[src/core/csd_consts.svh]
// Register offsets, field positions, reset values and widths of the chip-select option decoder
`ifndef CSD_CONSTS_SVH
`define CSD_CONSTS_SVH

// Wishbone word offsets (byte addresses)
`define CSD_OFF_OPTION 8'h00
`define CSD_OFF_BASE 8'h04
`define CSD_OFF_DOUT 8'h08
`define CSD_OFF_PINASG 8'h0c
`define CSD_OFF_STATUS 8'h10

// Option register fields
`define CSD_OPT_MODE 15
`define CSD_OPT_LANE_HI 14
`define CSD_OPT_LANE_LO 13
`define CSD_OPT_DIR_HI 12
`define CSD_OPT_DIR_LO 11
`define CSD_OPT_STROBE_TIMING_SELECT 10
`define CSD_OPT_ACK_HI 9
`define CSD_OPT_ACK_LO 6
`define CSD_OPT_SPACE_HI 5
`define CSD_OPT_SPACE_LO 4
`define CSD_OPT_LEVEL_HI 3
`define CSD_OPT_LEVEL_LO 1
`define CSD_OPT_AUTOVEC_ENABLE 0

// Base register fields: base address bits 23..11 in 15..3, block size in 2..0
`define CSD_BASE_ADDR_HI 15
`define CSD_BASE_ADDR_LO 3
`define CSD_BASE_BLK_HI 2

// Reset values of the boot channel and the discrete latch
`define CSD_OPTION_RST 16'h7b70
`define CSD_BASE_RST 16'h0007
`define CSD_DOUT_RST 7'h7f
`define CSD_PINASG_RST 7'h00

// Acknowledge codes
`define CSD_ACK_FAST 4'he
`define CSD_ACK_EXT 4'hf

// Width of the discrete output latch
`define CSD_DOUT_W 7

`endif

[src/core/csd_pkg.sv]
// Types shared by the chip-select option decoder
package csd_pkg;

	typedef enum logic [1:0] {
		CSD_IDLE = 2'b00,
		CSD_WAIT = 2'b01,
		CSD_DONE = 2'b10
	} csd_state_type;

	typedef enum logic [1:0] {
		CSD_SP_CPU = 2'b00,
		CSD_SP_USER = 2'b01,
		CSD_SP_SUPER = 2'b10,
		CSD_SP_BOTH = 2'b11
	} csd_space_type;

endpackage

[src/core/csd_top.sv]
// Chip-select option decoder for the boot channel with discrete output latch and Wishbone registers
//
// Summary of operation
// - The lane field disables the select (00) or matches lower (01), upper (10) or both (11) byte lanes.
// - The direction field matches reads only (01), writes only (10) or both (11); 00 never matches.
// - In asynchronous mode the select is timed by the address strobe (bit 0) or the data strobe (bit 1).
// - The strobe-timing bit is ignored when the channel is synchronized to the slow bus clock.
// - Acknowledge codes 0 to 13 make the acknowledge internally after that many wait states.
// - Code 1110 terminates fast; code 1111 leaves the acknowledge to the external device.
// - The space field matches CPU (00), user (01), supervisor (10) or supervisor and user (11) accesses.
// - In CPU space the level field picks the interrupt level, 000 matching every level.
// - In user or supervisor space the level field picks data, program or either; 011, 100, 111 never match.
// - With autovector enabled, a matching acknowledge cycle started by a request pin raises autovector.
// - The discrete latch is read/write and each bit drives its pin when the pin is a discrete output.
// - Bit 7 of the discrete latch ignores writes and reads as zero.
// - Lane matches use the internal lowest address bit.
// - After reset the boot channel decodes base zero with a 1 Mbyte block.
// - Timing-mode 0 emulates asynchronous timing; 1 synchronizes assertion to the slow bus clock.
// - The address is compared with the base field over a block whose size the block-size field sets.
`timescale 1ns/1ps
`include "csd_consts.svh"
module csd_top (
	input wire logic clk_i,
	input wire logic rst_i,
	// Wishbone slave
	input wire logic cyc_i,
	input wire logic stb_i,
	input wire logic we_i,
	input wire logic [7:0] adr_i,
	input wire logic [3:0] sel_i,
	input wire logic [31:0] dat_i,
	output logic [31:0] dat_o,
	output logic ack_o,
	// Internal bus cycle
	input wire logic bus_cycle_i,
	input wire logic [23:0] bus_addr_i,
	input wire logic bus_byte_i,
	input wire logic bus_read_i,
	input wire logic bus_cpu_space_i,
	input wire logic bus_super_i,
	input wire logic bus_program_i,
	input wire logic [2:0] bus_iack_level_i,
	input wire logic bus_iack_pin_i,
	input wire logic bus_as_i,
	input wire logic bus_ds_i,
	input wire logic slow_bus_clock_i,
	// External acknowledge pin, active low, asynchronous
	input wire logic ext_ack_n_i,
	// Results toward the bus and the pins
	output logic boot_select_out_n_o,
	output logic transfer_ack_o,
	output logic autovec_o,
	output logic [`CSD_DOUT_W-1:0] discrete_out_o,
	output logic [`CSD_DOUT_W-1:0] discrete_oe_o
);
	logic [15:0] option;
	logic [15:0] base;
	logic [`CSD_DOUT_W-1:0] discrete_out_latch;
	logic [`CSD_DOUT_W-1:0] pin_assign;
	csd_pkg::csd_state_type state;
	logic [3:0] wait_cnt;
	logic ext_s1;
	logic ext_s2;
	logic ext_s3;
	logic ext_ack_n;
	logic match;
	logic strobe_ok;
	logic next_select;
	logic wb_req;
	logic [3:0] ack_code;
	logic [31:0] next_dat;

	assign ack_code = option[`CSD_OPT_ACK_HI:`CSD_OPT_ACK_LO];
	assign wb_req = cyc_i & stb_i & ~ack_o;

	// Field decode lives in the match block so the sequencing here stays readable
	csd_match u_match (
		.option_i(option),
		.base_i(base),
		.addr_i(bus_addr_i),
		.byte_access_i(bus_byte_i),
		.read_i(bus_read_i),
		.cpu_space_i(bus_cpu_space_i),
		.super_i(bus_super_i),
		.program_i(bus_program_i),
		.iack_level_i(bus_iack_level_i),
		.match_o(match)
	);

	// Which edge of the cycle may open the select
	always_comb begin
		if (option[`CSD_OPT_MODE]) begin
			strobe_ok = slow_bus_clock_i;
		end else if (option[`CSD_OPT_STROBE_TIMING_SELECT]) begin
			strobe_ok = bus_ds_i;
		end else begin
			strobe_ok = bus_as_i;
		end
	end

	assign next_select = bus_cycle_i & match & strobe_ok;

	// External acknowledge pin: three stages, a change counts once stages two and three agree
	always_ff @(posedge clk_i) begin
		if (rst_i) begin
			ext_s1 <= 1'b1;
			ext_s2 <= 1'b1;
			ext_s3 <= 1'b1;
			ext_ack_n <= 1'b1;
		end else begin
			ext_s1 <= ext_ack_n_i;
			ext_s2 <= ext_s1;
			ext_s3 <= ext_s2;
			if (ext_s2 == ext_s3) begin
				ext_ack_n <= ext_s3;
			end
		end
	end

	// Select and acknowledge sequencer; one select per bus cycle, held until the cycle ends
	always_ff @(posedge clk_i) begin
		if (rst_i) begin
			state <= csd_pkg::CSD_IDLE;
			wait_cnt <= 4'h0;
			boot_select_out_n_o <= 1'b1;
			transfer_ack_o <= 1'b0;
			autovec_o <= 1'b0;
		end else begin
			case (state)
				csd_pkg::CSD_IDLE: begin
					if (next_select) begin
						boot_select_out_n_o <= 1'b0;
						wait_cnt <= ack_code;
						// Autovector only for pin-started acknowledge cycles
						autovec_o <= option[`CSD_OPT_AUTOVEC_ENABLE] & bus_cpu_space_i & bus_iack_pin_i;
						if (ack_code == `CSD_ACK_FAST) begin
							transfer_ack_o <= 1'b1;
							state <= csd_pkg::CSD_DONE;
						end else begin
							state <= csd_pkg::CSD_WAIT;
						end
					end
				end
				csd_pkg::CSD_WAIT: begin
					if (!bus_cycle_i) begin
						// Cycle aborted before acknowledge
						boot_select_out_n_o <= 1'b1;
						autovec_o <= 1'b0;
						state <= csd_pkg::CSD_IDLE;
					end else if (ack_code == `CSD_ACK_EXT) begin
						// Device supplies its own acknowledge; we only stay selected
						if (!ext_ack_n) begin
							state <= csd_pkg::CSD_DONE;
						end
					end else if (wait_cnt == 4'h0) begin
						transfer_ack_o <= 1'b1;
						state <= csd_pkg::CSD_DONE;
					end else begin
						wait_cnt <= wait_cnt - 4'h1;
					end
				end
				csd_pkg::CSD_DONE: begin
					if (!bus_cycle_i) begin
						boot_select_out_n_o <= 1'b1;
						transfer_ack_o <= 1'b0;
						autovec_o <= 1'b0;
						state <= csd_pkg::CSD_IDLE;
					end
				end
				default: begin
					boot_select_out_n_o <= 1'b1;
					transfer_ack_o <= 1'b0;
					autovec_o <= 1'b0;
					state <= csd_pkg::CSD_IDLE;
				end
			endcase
		end
	end

	// Option and base registers; reset values give the boot channel its first-fetch window
	// Writes land at the edge where the master sees ack, so an abandoned request leaves no trace
	always_ff @(posedge clk_i) begin
		if (rst_i) begin
			option <= `CSD_OPTION_RST;
			base <= `CSD_BASE_RST;
		end else if (cyc_i && stb_i && we_i && ack_o) begin
			if (adr_i == `CSD_OFF_OPTION) begin
				if (sel_i[0]) option[7:0] <= dat_i[7:0];
				if (sel_i[1]) option[15:8] <= dat_i[15:8];
			end
			if (adr_i == `CSD_OFF_BASE) begin
				if (sel_i[0]) base[7:0] <= dat_i[7:0];
				if (sel_i[1]) base[15:8] <= dat_i[15:8];
			end
		end
	end

	// Discrete latch and pin assignment; bit 7 has no storage so writes to it vanish
	always_ff @(posedge clk_i) begin
		if (rst_i) begin
			discrete_out_latch <= `CSD_DOUT_RST;
			pin_assign <= `CSD_PINASG_RST;
		end else if (cyc_i && stb_i && we_i && ack_o && sel_i[0]) begin
			if (adr_i == `CSD_OFF_DOUT) begin
				discrete_out_latch <= dat_i[`CSD_DOUT_W-1:0];
			end
			if (adr_i == `CSD_OFF_PINASG) begin
				pin_assign <= dat_i[`CSD_DOUT_W-1:0];
			end
		end
	end

	// Each discrete pin follows its latch bit only while assigned as an output
	genvar gi;
	generate
		for (gi = 0; gi < `CSD_DOUT_W; gi++) begin : g_dout
			always_ff @(posedge clk_i) begin
				if (rst_i) begin
					discrete_out_o[gi] <= 1'b0;
					discrete_oe_o[gi] <= 1'b0;
				end else begin
					discrete_out_o[gi] <= pin_assign[gi] & discrete_out_latch[gi];
					discrete_oe_o[gi] <= pin_assign[gi];
				end
			end
		end
	endgenerate

	// Read mux; unmapped offsets answer with zero
	always_comb begin
		next_dat = 32'h0000_0000;
		case (adr_i)
			`CSD_OFF_OPTION: next_dat = {16'h0000, option};
			`CSD_OFF_BASE: next_dat = {16'h0000, base};
			`CSD_OFF_DOUT: next_dat = {24'h00_0000, 1'b0, discrete_out_latch};
			`CSD_OFF_PINASG: next_dat = {25'h000_0000, pin_assign};
			`CSD_OFF_STATUS: next_dat = {22'h00_0000, state, wait_cnt, ~ext_ack_n,
				autovec_o, transfer_ack_o, ~boot_select_out_n_o};
			default: next_dat = 32'h0000_0000;
		endcase
	end

	// Single-wait Wishbone answer: ack one cycle after the request, dropped the cycle after
	always_ff @(posedge clk_i) begin
		if (rst_i) begin
			ack_o <= 1'b0;
			dat_o <= 32'h0000_0000;
		end else begin
			ack_o <= wb_req;
			if (wb_req && !we_i) begin
				dat_o <= next_dat;
			end
		end
	end
endmodule

[src/core/csd_match.sv]
// Combinational match of one access against the base and option fields of a channel
`timescale 1ns/1ps
module csd_match (
	input wire logic [15:0] option_i,
	input wire logic [15:0] base_i,
	input wire logic [23:0] addr_i,
	input wire logic byte_access_i,
	input wire logic read_i,
	input wire logic cpu_space_i,
	input wire logic super_i,
	input wire logic program_i,
	input wire logic [2:0] iack_level_i,
	output logic match_o
);
	logic [1:0] lane;
	logic [1:0] dir;
	logic [1:0] space;
	logic [2:0] level;
	logic [2:0] blk;
	logic [12:0] cmp_mask;
	logic addr_ok;
	logic lane_ok;
	logic dir_ok;
	logic space_ok;
	logic level_ok;

	assign lane = option_i[`CSD_OPT_LANE_HI:`CSD_OPT_LANE_LO];
	assign dir = option_i[`CSD_OPT_DIR_HI:`CSD_OPT_DIR_LO];
	assign space = option_i[`CSD_OPT_SPACE_HI:`CSD_OPT_SPACE_LO];
	assign level = option_i[`CSD_OPT_LEVEL_HI:`CSD_OPT_LEVEL_LO];
	assign blk = base_i[`CSD_BASE_BLK_HI:0];

	// Block size picks how many address bits above bit 10 are ignored
	always_comb begin
		case (blk)
			3'h0: cmp_mask = 13'h1fff;
			3'h1: cmp_mask = 13'h1ffc;
			3'h2: cmp_mask = 13'h1ff8;
			3'h3: cmp_mask = 13'h1fe0;
			3'h4: cmp_mask = 13'h1fc0;
			3'h5: cmp_mask = 13'h1f80;
			3'h6: cmp_mask = 13'h1f00;
			default: cmp_mask = 13'h1e00;
		endcase
	end

	// Base compare on the masked upper address
	assign addr_ok = ((addr_i[23:11] ^ base_i[`CSD_BASE_ADDR_HI:`CSD_BASE_ADDR_LO]) & cmp_mask) == 13'h0000;

	// Internal lowest address bit decides the lane, so the pin need not reach memory
	always_comb begin
		case (lane)
			2'b01: lane_ok = byte_access_i ? addr_i[0] : 1'b1;
			2'b10: lane_ok = byte_access_i ? ~addr_i[0] : 1'b1;
			2'b11: lane_ok = 1'b1;
			default: lane_ok = 1'b0;
		endcase
	end

	// Direction filter; the reserved code never matches
	always_comb begin
		case (dir)
			2'b01: dir_ok = read_i;
			2'b10: dir_ok = ~read_i;
			2'b11: dir_ok = 1'b1;
			default: dir_ok = 1'b0;
		endcase
	end

	// Address space filter
	always_comb begin
		case (space)
			2'b00: space_ok = cpu_space_i;
			2'b01: space_ok = ~cpu_space_i & ~super_i;
			2'b10: space_ok = ~cpu_space_i & super_i;
			default: space_ok = ~cpu_space_i;
		endcase
	end

	// Level field: interrupt level in CPU space, data/program class otherwise
	always_comb begin
		if (space == 2'b00) begin
			level_ok = (level == 3'h0) || (level == iack_level_i);
		end else begin
			case (level)
				3'h0: level_ok = 1'b1;
				3'h1, 3'h5: level_ok = ~program_i;
				3'h2, 3'h6: level_ok = program_i;
				default: level_ok = 1'b0;
			endcase
		end
	end

	// All conditions at once
	assign match_o = addr_ok & lane_ok & dir_ok & space_ok & level_ok;
endmodule

[config.mk]
export PLATFORM = sky130hd
export DESIGN_NAME = csd_top
export DESIGN_NICKNAME = d
export VERILOG_FILES = /design/src/core/csd_pkg.sv /design/src/core/csd_top.sv /design/src/core/csd_match.sv
export VERILOG_INCLUDE_DIRS = /design/src /design/src/core
export SDC_FILE = /design/constraint.sdc
export NUM_CORES = 1
export LEC_CHECK = 0
export CORE_MARGIN = 1.5
export CORE_UTILIZATION = 71
export CTS_BUF_LIST = sky130_fd_sc_hd__clkbuf_4
export CTS_CLUSTER_SIZE = 10
export DETAILED_ROUTE_END_ITERATION = 10
export DONT_BUFFER_PORTS = 1
export PLACE_DENSITY = 0.87
export SYNTH_ARGS = -nofsm -noshare
export SYNTH_HDL_FRONTEND = slang
export SYNTH_SLANG_ARGS = --single-unit
[constraint.sdc]
create_clock -name clk_i -period 6.3 [get_ports clk_i]
set_input_delay 0.945 -clock clk_i [delete_from_list [all_inputs] [get_ports clk_i]]
set_output_delay 0.945 -clock clk_i [all_outputs]
set_load 0.02 [all_outputs]
======== Yosys cells after proc, flatten, opt, wreduce, memory -nomap -nowiden ========
Index checks and enable logic that the tools add are counted.
word-level totals
  bits in latches ......................... 0
  input bits .............................. 87
  memories kept ........................... 0
  memory bits (read-only) ................. 0
  register bits after elaboration ......... 106
  memory bits (writable) .................. 0
cells by class
  add/sub/neg operators ................... 1
  magnitude comparators ................... 0
  shift operators ......................... 0
  bitwise logic cells ..................... 29
  divide/modulo/power cells ............... 0
  equal/unequal tests ..................... 38
  multiplexer cells ....................... 36
  reduce and logical (&&, ||, !) cells .... 28
  $mul .................................... 0
operators with widths
  kind                                                 count
  case mux 16 bit (5 select lines)                     1
  case mux 9 bit (7 select lines)                      1
  AND 1 bit                                            19
  equality test 8 x 4 -> 1 bit, second input constant  2
  two-way mux 4 bit                                    4
  inequality test 2 bit, second input constant         8
  equality test 3 bit, second input constant           5
  case mux 1 bit (3 select lines)                      5
  two-way mux 1 bit                                    14
  two-way mux 2 bit                                    7
  AND 13 bit                                           1
  zero test 13 bit                                     1
  XOR 13 bit                                           1
  equality test 2 bit, second input constant           6
  AND reduction 3 bit                                  4
  equality test 3 x 2 -> 1 bit, second input constant  3
  equality test 2 x 1 -> 1 bit, second input constant  4
  equality test 4 bit, second input constant           2
  equality test 8 x 3 -> 1 bit, second input constant  1
  equality test 8 x 5 -> 1 bit, second input constant  1
  zero test 8 bit                                      1
  inequality test 4 bit, second input constant         2
  NOT 1 bit                                            8
  case mux 4 bit (2 select lines)                      1
  18 further kinds                                     30

======== Logic depth before layout (Yosys ltp) ========
Gate-level depths: netlist of the first run.
  depth in word-level cells ............... 12
  depth in mapped cells ................... 9
  depth with buffers taken out ............ 9

======== Cells and area by module ========
A second synthesis of the first run with hierarchy kept.
second synthesis, totals
  cell total of the unflattened synthesis .. 528
  area, all modules ....................... 4536.9 um^2
by module, submodules not included
  module     cells each  times used  area an instance (um^2)
  csd_top    480         1           4171.5
  csd_match  48          1           365.4

======== Least setup slack after synthesis of the first run ========
Ideal clock, no wire load.
  path type ............................... input port to flip-flop
  start point ............................. input adr_i[0]
  end point ............................... register option[11]
  cell stages on the path ................. 8
  buffers on the path ..................... 2
  required time ........................... 6.171 ns
  setup time .............................. 0.129 ns
  path slack .............................. 3.420 ns
  arrival ................................. 2.750 ns
  cells stage by stage .................... or4_1 > or3_1 > buf_6 > nor3_4 > and3_1 > buf_6 > mux2i_1 > nand2_1
on the way
  word-level cells in the longest chain between the ends .. 2
ends and longest elaborated chain
  what                                  line            RTL
  from (decl)                           csd_top.sv:29   input wire logic [7:0] adr_i,
  zero test 8 bit                       --
  AND reduction 3 bit (no source line)  --
  to (signal assigned)                  csd_top.sv:184  option <= `CSD_OPTION_RST;
  to (signal assigned)                  csd_top.sv:189  if (sel_i[1]) option[15:8] <= dat_i[15:8];
  to (decl)                             csd_top.sv:56   logic [15:0] option;
No other way between the ends.
A chain may end at the register's enable or synchronous reset.

======== Worst setup path in the final report of the first run ========
  start point ............................. input adr_i[0]
  end point ............................... register base[0]
on the way
  word-level cells in the longest chain between the ends .. 2
ends and longest elaborated chain
  what                                  line            RTL
  equality test 8 x 3 -> 1 bit          --
  AND reduction 3 bit (no source line)  --
  to (signal assigned)                  csd_top.sv:185  base <= `CSD_BASE_RST;
  to (signal assigned)                  csd_top.sv:192  if (sel_i[0]) base[7:0] <= dat_i[7:0];
  to (decl)                             csd_top.sv:57   logic [15:0] base;
No other way between the ends.

==> impl_results.md, run 1 <==
- PwrDens: 226 nW/µm²
- DRT iter0 DRCs: 371
- Path category of the worst min-delay check: flip-flop to flip-flop
- Compound-gate portion of the synthesized area: 14.3%
- Worst Skew: 0.0169 ns
- Ys flop type: dfxtp_1
- Hold buffers post-CTS: 0
- Num rows: 27
- Vias in the first global route: 3179
- Worst r2r src: ack_o
- Synth Register Bits: 90
- Hold wc startpoint: ext_s1
- Post-synthesis mux area share: 12.6%
- Hold worst-path end: ext_s2
- Worst-path maximum fanout: 11
- CTS Buf Count: 9
- Hold path depth: 1
- Clock Pin Slew Worst Setup and Hold Paths: 0.13 ns
- Via count: 3446
- RR Endpoint: dat_o[7]
- Fmax: 294 MHz
- Period utilization: 54.0%
- Final count of hold timing violations: 0
- Initial antenna violation count: 0
- Peak VDD IR: 0.184 mV
- Startpoint Class: input pin
- CP Buf/Inv Count: 0
- Slowest cell on crit path: nor2b_1
- Status: finished, final reports clean
- Tmin final: 3.40 ns
- CORE AREA: 5640 µm²
- Area of the mapped netlist: 4230 µm²
- Finished Layout Cells: 540
- FFs w/ async S/R, synth: 0%
- Synth Area in Adders: 2.07%
- Critical path required time: 6.60 ns
- Average size of a mapped cell: 8.89 µm²
- Final HPWL DP: 7010 µm
- Leakage: 1.54 nW
- Die W: 80.2 µm
- WP data arrival: 3.71 ns
- CP startpoint: adr_i[0]
- Drc violations: 0
- Worst-case reg-to-reg path depth: 5
- Sum Neg Setup Slack: 0 ns
- Pin count of the biggest net entering global routing: 57
- Slew Limit Fails: 0
- Max cap viols: 0
- Crit end category: flip-flop
- Worst R2R Setup Slack: 3.78 ns
- Unrepaired setup endpoints after global routing: no
- Clock Latency Late Sink: 0.45 ns
- Drt via density: 6.38
- Port Buf Inserts: 0
- IO Pins: 137
- Chip height: 80.2 µm
- Htree depth: 3
- Max transition margin: 15.3%
- Routed WL per cell: 18.3 µm
- CTS tree: built
- Cell variety after synth: 53
- TritonRoute pass-1 iters: 5
- Cells after DPL: 524
- Final setup vio count: 0
- Drt total wl: 9870 µm
- CTS Buffer Depth: 2
- Yosys warning total: 0
- Clk sinks: 90
- First-pass GRT wire length: 15200 µm
- Antenna cells: 0
- Share of layout cells above drive strength 1: 4.49%
- Cells after synthesis: 476
- Clk root buf: clkbuf_4
- Initial Utilization: 75.0%
- EDFF count, synth: 0
- Main combinational cell family by area after synthesis: simple AND/OR/NAND/NOR gates
- Die Footprint: 6430 µm²
- Final net count: 557
- Max incr delay on CP: 0.81 ns
- Synth Area in XOR/XNOR: 3.52%
- Post-CTS resize count: 0
- Routed Antenna Nets: 0
- Kind of critical path: input pin to flip-flop
- Area grow syn2layout: 1.48%
- Worst-path cell chain: or4_1 > or3_1 > and2b_1 > nor2b_1 > mux2i_1 > nand2_1
- GRT Total Usage: 31.0%
- GPL Wtd Cong: 0.945
- Postcts setup bufs: 0
- Slew of the pin with the lowest slew margin: 1.26 ns
- Seq/Total Area, Yosys: 42.6%
- Post-synthesis simple-gate area fraction: 18.2%
- CP delay by family, top: simple AND/OR/NAND/NOR gates
- Total gr overflow: 0
worst reg2reg max path, stage by stage (launching register included):
cell and delay [ns]:
dfxtp_1 0.42, nor3_1 1.04, nand3_1 0.61, nor2_1 0.25, a21oi_1 0.06, nor2_1 0.09
synth_stat cells (2+ instances only):
master / instances / area [µm²]
nor3_1: 5 / 25.0
nand2_1: 28 / 105
nand3_1: 6 / 30.0
and2_1: 9 / 56.3
o211ai_1: 4 / 30.0
nand4_1: 4 / 25.0
mux2i_1: 52 / 521
a31oi_1: 2 / 12.5
nor2b_1: 12 / 75.1
nor2_1: 71 / 267
xnor2_1: 15 / 131
o21a_1: 2 / 15.0
clkbuf_1: 15 / 56.3
o22ai_1: 6 / 37.5
nand2b_1: 4 / 25.0
or3_1: 2 / 12.5
ha_1: 7 / 87.6
dfxtp_1: 90 / 1800
buf_6: 3 / 33.8
a22oi_1: 7 / 52.6
buf_4: 18 / 135
or2_2: 4 / 25.0
a221oi_1: 2 / 17.5
o21ai_0: 18 / 90.1
a21oi_1: 41 / 205
xor2_1: 2 / 17.5
and2b_1: 2 / 15.0
and3_1: 6 / 37.5
nor4_1: 2 / 12.5
buf_2: 2 / 10.0
a222oi_1: 3 / 30.0
a211oi_1: 2 / 15.0
inv_1: 10 / 37.5
layer usage:
metal	GRT usage, %	part of all wire (%)	wire [µm]
met5	0	0	0
met1	38.6	41	4030
met2	48.3	45	4470
met3	7.84	10	1010
met4	17.8	3.5	350
state kept, by name (all words and copies together) (netlist names), 2 cells and up:
signal              count
base                   16
discrete_oe_o           7
discrete_out_o          7
dat_o                  16
state                   2
pin_assign              7
option                 16
discrete_out_latch      7
wait_cnt                4
cells by family after synthesis:
logic type	after synthesis
flip-flops	90
AO/OA/AOI/OAI	98
adder cells (fa/ha/maj)	7
other	1
multiplexers	53
XOR/XNOR	17
buffers and inverters	50
AND/OR/NAND/NOR	160
stage by stage:
| stage | utilization, % | hold slack, ns | setup WS [ns] | total power [mW] | instance area, µm² |
|---|---|---|---|---|---|
| finish | 76.1 | 0.428 | 2.90 | 0.972 | 4290 |
| detailed placement | 73.4 | 0.398 | 2.50 | 0.630 | 4140 |
| global route | 76.1 | 0.458 | 2.76 | 0.995 | 4290 |
| floorplan | - | 0.389 | 3.42 | 0.638 | 4290 |
| CTS | 76.1 | 0.432 | 2.93 | 0.968 | 4290 |
| global placement | 73.4 | 0.395 | 2.49 | 0.629 | 4140 |
cell type report:
| type | count | area (µm²) |
|---|---|---|
| Multi-Input combinational cell | 351 | 2210 |
| Sequential cell | 90 | 1800 |
| Fill cell | 391 | 1350 |
| Tap cell | 72 | 90.1 |
| Clock inverter | 6 | 80.1 |
| Clock buffer | 10 | 75.1 |
| Inverter | 11 | 41.3 |
how the worst max path moves through the flow:
stage | endpoint | slack [ns] | depth (start not counted)
2_1_floorplan | option[11] | 3.42 | 8
3_3_place_gp | base[1] | 2.49 | 6
3_5_place_dp | base[0] | 2.50 | 6
4_1_cts | base[0] | 2.93 | 6
5_1_grt | base[1] | 2.76 | 6
6_report | base[0] | 2.90 | 6
report_power, final:
part,internal (mW),switching [mW],total [mW]
Combinational,0.0135,0.0263,0.0399
Clock,0.163,0.191,0.354
Sequential,0.573,0.00544,0.578
cell usage in the layout, fill, tap and decap left out, drive strengths merged, types with 3 or more instances in the layout:
cell | Yosys | final
conb | 1 | 16
o211ai | 4 | 4
xnor2 | 15 | 15
nand2 | 28 | 28
o21ai | 18 | 18
dfxtp | 90 | 90
nor3 | 6 | 6
a22oi | 7 | 7
mux2i | 52 | 52
a222oi | 3 | 3
ha | 7 | 7
nor4 | 3 | 3
a21oi | 41 | 41
and2 | 9 | 9
clkinv | 1 | 4
clkbuf | 15 | 10
and3 | 6 | 6
nand3 | 6 | 6
nor2 | 71 | 71
nand4 | 4 | 4
o22ai | 6 | 6
nor2b | 12 | 12
nand2b | 4 | 4
inv | 10 | 11
or2 | 4 | 4
(Power assumes the default switching activity.)
==> run 2, diff against run 1 <==
Settings changed: CORE_UTILIZATION 71 to 66, PLACE_DENSITY 0.87 to 0.82.
Clock period 6.3 ns to 3.4 ns, I/O delays scaled along.
==> impl_results.md, run 2 (synthesized netlist as in run 1, its figures left out) <==
- Status: finished, final reports clean
- Hold wc startpoint: rst_i
- Routed WL per cell: 17.7 µm (-3.3%)
- Fmax: 406 MHz
- Slew Limit Fails: 0 (unchanged)
- Die Footprint: 6900 µm² (+7.3%)
- Biggest registers after layout: base: 16 flops, dat_o: 16 flops, option: 16 flops
- GPL Wtd Cong: 0.901 (-4.7%)
- Via count: 3355 (-2.6%)
- Final HPWL DP: 7000 µm (about the same)
- Peak VDD IR: 0.303 mV (+65%)
- Worst r2r src: option[4]
- Clk root buf: clkbuf_4
- DRT iter0 DRCs: 288 (-22%)
- Startpoint Class: flip-flop
- CTS Buf Count: 9 (unchanged)
- Chip height: 83.1 µm (+3.6%)
- Most common cell after layout, fill and taps aside: dfxtp_1
- Worst-path maximum fanout: 8 (-3)
- Hold worst-path end: wait_cnt[2]
- Port Buf Inserts: 0 (unchanged)
- Clock Pin Slew Worst Setup and Hold Paths: 0.13 ns (about the same)
- CTS Buffer Depth: 2 (unchanged)
- Hold buffers post-CTS: 0 (unchanged)
- Final setup margin: 0.934 ns (-1.96 ns)
- Clock Latency Late Sink: 0.42 ns (-0.03 ns)
- Final count of hold timing violations: 0 (unchanged)
- Initial antenna violation count: 0 (unchanged)
- IO Pins: 137 (unchanged)
- Final net count: 562 (+0.90%)
- Worst-case reg-to-reg path depth: 9 (+4)
- CORE AREA: 6060 µm² (+7.4%)
- Postcts setup bufs: 0 (unchanged)
- Crit end category: flip-flop
- Die W: 83.1 µm (+3.6%)
- Tmin final: 2.47 ns
- Kind of critical path: flip-flop to flip-flop
- Antenna cells: 0 (unchanged)
- Area grow syn2layout: 1.92%
- First-pass GRT wire length: 16000 µm (+5.3%)
- Drt via density: 6.12 (-4.1%)
- Hold WS: 0.139 ns (-0.289 ns)
- Drt total wl: 9680 µm (-1.9%)
- RR Endpoint: wait_cnt[0]
- Critical path required time: 3.72 ns (-2.88 ns)
- Num rows: 28 (+3.7%)
- Post-placement setup slack: 0.570 ns (-1.93 ns)
- Sum Neg Setup Slack: 0 ns (unchanged)
- GRT Total Usage: 28.8% (-2.2 points)
- Max transition margin: 35.1% (+20 points)
- Drc violations: 0 (unchanged)
- Most frequent cells in the layout: dfxtp_1 (90), nor2_1 (71), mux2i_1 (52)
- PwrDens: 399 nW/µm² (+76%)
- WP data arrival: 2.79 ns (-0.92 ns)
- Htree depth: 3 (unchanged)
- Post-CTS resize count: 0 (unchanged)
- Initial Utilization: 69.8% (-5.2 points)
- Hold path depth: 1 (unchanged)
- Worst R2R Setup Slack: 0.93 ns (-2.85 ns)
- Pin count of the biggest net entering global routing: 57 (unchanged)
- TritonRoute pass-1 iters: 5 (unchanged)
- Final setup vio count: 0 (unchanged)
- CTS tree: built
- Worst Skew: 0.0143 ns (-0.00258 ns)
- Vias in the first global route: 3288 (+3.4%)
- Clk sinks: 90 (unchanged)
- Period utilization: 72.5%
- Path category of the worst min-delay check: input pin to flip-flop
- Max cap viols: 0 (unchanged)
- Total gr overflow: 0 (unchanged)
- Routed Antenna Nets: 0 (unchanged)
- Leakage: 1.56 nW (+1.4%)
- Unrepaired setup endpoints after global routing: no
- Slew of the pin with the lowest slew margin: 0.973 ns (-0.288 ns)
- Share of layout cells above drive strength 1: 5.92% (+1.4 points)
-- run 2: worst max-delay path by stage --
| stage | startpoint | cells past startpoint | end | slack, ns |
|---|---|---|---|---|
| 6_report | option[4] | 9 | wait_cnt[0] | 0.93 |
| 5_1_grt | wait_cnt[0] | 8 | wait_cnt[0] | 0.81 |
| 4_1_cts | adr_i[0] | 6 | option[9] | 1.01 |
| 3_5_place_dp | adr_i[0] | 6 | option[9] | 0.57 |
| 3_3_place_gp | adr_i[0] | 6 | option[12] | 0.60 |
| 2_1_floorplan | adr_i[0] | 8 | option[11] | 0.96 |
-- run 2: layer usage --
layer / track usage (%) / vias up / share of wire [%]
li1: - / 1610 / -
met5: 0 / - / 0
met4: 12.9 / 0 / 2.9
met1: 37.2 / 1557 / 43
met2: 45.2 / 165 / 45
met3: 7.75 / 23 / 8.9
-- run 2: report_power, final --
group	switching (mW)	total (mW)	leakage, nW	internal [mW]
logic	0.0485	0.0743	0.754	0.0259
registers	0.0100	1.07	0.727	1.06
clock network	0.347	0.576	0.0776	0.228
-- run 2: stage by stage --
stage / area (µm²) / std cells / total power [mW] / utilization, %
floorplan: 4290 / 491 / 1.18 / -
global placement: 4180 / 532 / 1.17 / 69.0
CTS: 4310 / 548 / 1.73 / 71.2
detailed placement: 4180 / 532 / 1.17 / 69.0
global route: 4310 / 548 / 1.78 / 71.2
finish: 4310 / 548 / 1.72 / 71.2
-- run 2: layout make-up --
class / count / area (µm²)
repair buffers: 5 / 37.5
clock inverters: 6 / 57.6
fillers: 473 / 1750
clock buffers: 10 / 75.1
inverters: 11 / 41.3
flip-flops and latches: 90 / 1800
multi-input cells: 351 / 2210
well taps: 75 / 93.8
-- run 2: critical path, stage by stage (launching register included) --
cell and delay, ns:
dfxtp_1 0.37, inv_1 0.09, ha_1 0.21, xnor2_1 0.13, a211oi_1 0.46, a2111o_1 0.20
nor4_1 0.07, a21oi_1 0.47, o21ai_0 0.21, o311a_1 0.16
==> run 3, diff against run 2 <==
Settings changed: CORE_UTILIZATION 66 to 59, PLACE_DENSITY 0.82 to 0.78.
Clock period 3.4 ns to 2.18 ns, I/O delays scaled along.
==> impl_results.md, run 3 (synthesized netlist as in run 1, its figures left out) <==
- Status: finished, violations left
- Failing checks: negative hold slack
- Die Footprint: 7690 µm² (+11%)
- Die W: 87.7 µm (+5.6%)
- Routed WL per cell: 17.6 µm (-0.63%)
- Clock power share: 31.0% (-2.4 points)
- Final net count: 616 (+9.6%)
- Total Power: 2.64 mW (+53%)
- Clk root buf: clkbuf_4
- Cells after DPL: 582 (+9.4%)
- Area grow syn2layout: 16.4%
- Vias in the first global route: 3339 (+1.6%)
- Post-placement setup slack: -0.110 ns (-0.680 ns)
- Startpoint Class: flip-flop
- Clock Latency Late Sink: 0.44 ns (+0.02 ns)
- GPL Wtd Cong: 0.882 (-2.1%)
- Most common cell after layout, fill and taps aside: dfxtp_1
- Pin count of the biggest net entering global routing: 57 (unchanged)
- Crit end category: flip-flop
- Final count of hold timing violations: 41 (+41)
- Most frequent cells in the layout: dfxtp_1 (88), nor2_1 (71), mux2i_1 (52)
- Final setup vio count: 0 (unchanged)
- Drt total wl: 10900 µm (+13%)
- Hold WS: -0.0535 ns (-0.192 ns)
- CTS Buffer Depth: 2 (unchanged)
- Path category of the worst min-delay check: input pin to flip-flop
- First-pass GRT wire length: 16400 µm (+2.6%)
- Slew of the pin with the lowest slew margin: 0.704 ns (-0.269 ns)
- Max transition margin: 53.0% (+18 points)
- Total gr overflow: 0 (unchanged)
- Initial antenna violation count: 0 (unchanged)
- DP Area: 4470 µm² (+6.9%)
- Fmax: 459 MHz (+13%)
- Logic pwr share: 5.8% (+1.5 points)
- Finished Layout Cells: 623 (+14%)
- Worst Skew: 0.0168 ns (+0.00247 ns)
- Chip height: 87.7 µm (+5.6%)
- Final setup margin: 0.00257 ns (-0.932 ns)
- Unrepaired setup endpoints after global routing: yes
- IO Pins: 137 (unchanged)
- CORE AREA: 6870 µm² (+13%)
- CTS Buf Count: 9 (unchanged)
- Tmin final: 2.18 ns (-0.288 ns)
- Initial Utilization: 61.6% (-8.2 points)
- Slew Limit Fails: 0 (unchanged)
- Antenna cells: 0 (unchanged)
- Max cap viols: 0 (unchanged)
- PwrDens: 536 nW/µm² (+34%)
- Period utilization: 99.9% (+27 points)
- Via count: 3639 (+8.5%)
- DRT iter0 DRCs: 332 (+15%)
- Psw: 670 µW (+65%)
- Kind of critical path: flip-flop to flip-flop
- Drt via density: 5.84 (-4.6%)
- Num rows: 30 (+7.1%)
- Critical path required time: 2.56 ns (-1.16 ns)
- WP data arrival: 2.56 ns (-0.23 ns)
- Final design instance area without fill: 4930 µm² (+14%)
- Share of layout cells above drive strength 1: 14.0% (+8.1 points)
- Htree depth: 3 (unchanged)
- Port Buf Inserts: 0 (unchanged)
- TritonRoute pass-1 iters: 5 (unchanged)
- Sw Ratio: 25.4% (+1.8 points)
- Clk sinks: 90 (unchanged)
- Biggest registers after layout: base: 16 flops, dat_o: 16 flops, option: 16 flops
- Routed Antenna Nets: 0 (unchanged)
- Clock Pin Slew Worst Setup and Hold Paths: 0.14 ns (about the same)
- GRT Total Usage: 27.9% (-0.86 points)
- Final HPWL DP: 7490 µm (+7.0%)
- Worst-path maximum fanout: 6 (-2)
- Reg power frac: 63.2% (+1.0 points)
- Int Power: 1.97 mW (+50%)
- Peak VDD IR: 0.387 mV (+28%)
- Leakage: 1.83 nW (+17%)
- Fill count: 537 (+14%)
- Drc violations: 0 (unchanged)
- CTS tree: built
-- run 3: cell count changes in the layout (fill, tap and decap cells not counted), sizes merged --
| cell | before | now |
|---|---|---|
| buf | 5 | 35 |
| bufinv | 1 | 0 |
| clkinv | 6 | 4 |
| clkinvlp | 0 | 2 |
| dlygate4sd3 | 0 | 24 |
| inv | 10 | 11 |
-- run 3: routing by layer --
layer | track usage (%) | vias up | routed length, µm
met5 | 0 | - | 0
met4 | 8.51 | 0 | 196
met3 | 8.58 | 15 | 999
met2 | 45.0 | 162 | 5150
met1 | 36.1 | 1740 | 4590
li1 | - | 1722 | -
-- run 3: final cells by class --
cell class / instances / area, µm² / area share, %
flip-flops and latches: 90 / 1810 / 36.7
well taps: 96 / 120 / 2.44
clock buffers: 10 / 75.1 / 1.52
repair buffers: 59 / 541 / 11.0
multi-input cells: 351 / 2300 / 46.7
clock inverters: 6 / 41.3 / 0.838
inverters: 11 / 43.8 / 0.889
-- run 3: stage by stage --
stage	util [%]	TNS, ns
5_1_grt	71.7	-0.426
6_report	71.7	0
4_1_cts	69.9	-0.00326
2_1_floorplan	-	-0.782
3_5_place_dp	65.1	-1.43
3_3_place_gp	65.1	-1.01
-- run 3: power groups by stage --
stage	logic [mW]	clock network (mW)	registers, mW
2_1_floorplan	0.138	0	1.71
3_3_place_gp	0.120	0	1.71
3_5_place_dp	0.122	0	1.71
4_1_cts	0.140	0.828	1.67
5_1_grt	0.165	0.901	1.67
6_report	0.152	0.818	1.67
-- run 3: path summary, 6_finish.rpt --
kind	startpoint	end	slack [ns]	cells after the start
worst max register to register	option[5]	wait_cnt[2]	0.003	9
worst max-delay path	option[5]	wait_cnt[2]	0.003	9
worst min-delay path	rst_i	pin_assign[5]	-0.05	1
worst min register to register	discrete_out_latch[2]	discrete_out_o[2]	0.50	1
-- run 3: repair_timing --
item | 4_1_cts | 5_1_grt
resized for setup | 3 | 17
hold buffers | 19 | 5
endpoints found under the setup margin | 5 | 9
buffers inserted | 1 | 1
pin swaps | 2 | 13
endpoints found under the hold margin | 63 | 49
-- run 3: critical path, stage by stage (launching register included) --
cell      delay [ns]
dfxtp_4         0.39
inv_1           0.08
ha_4            0.28
a211oi_2        0.08
a2111o_1        0.48
nor4_4          0.25
a21oi_2         0.14
buf_4           0.16
a21o_1          0.15
a21oi_1         0.12
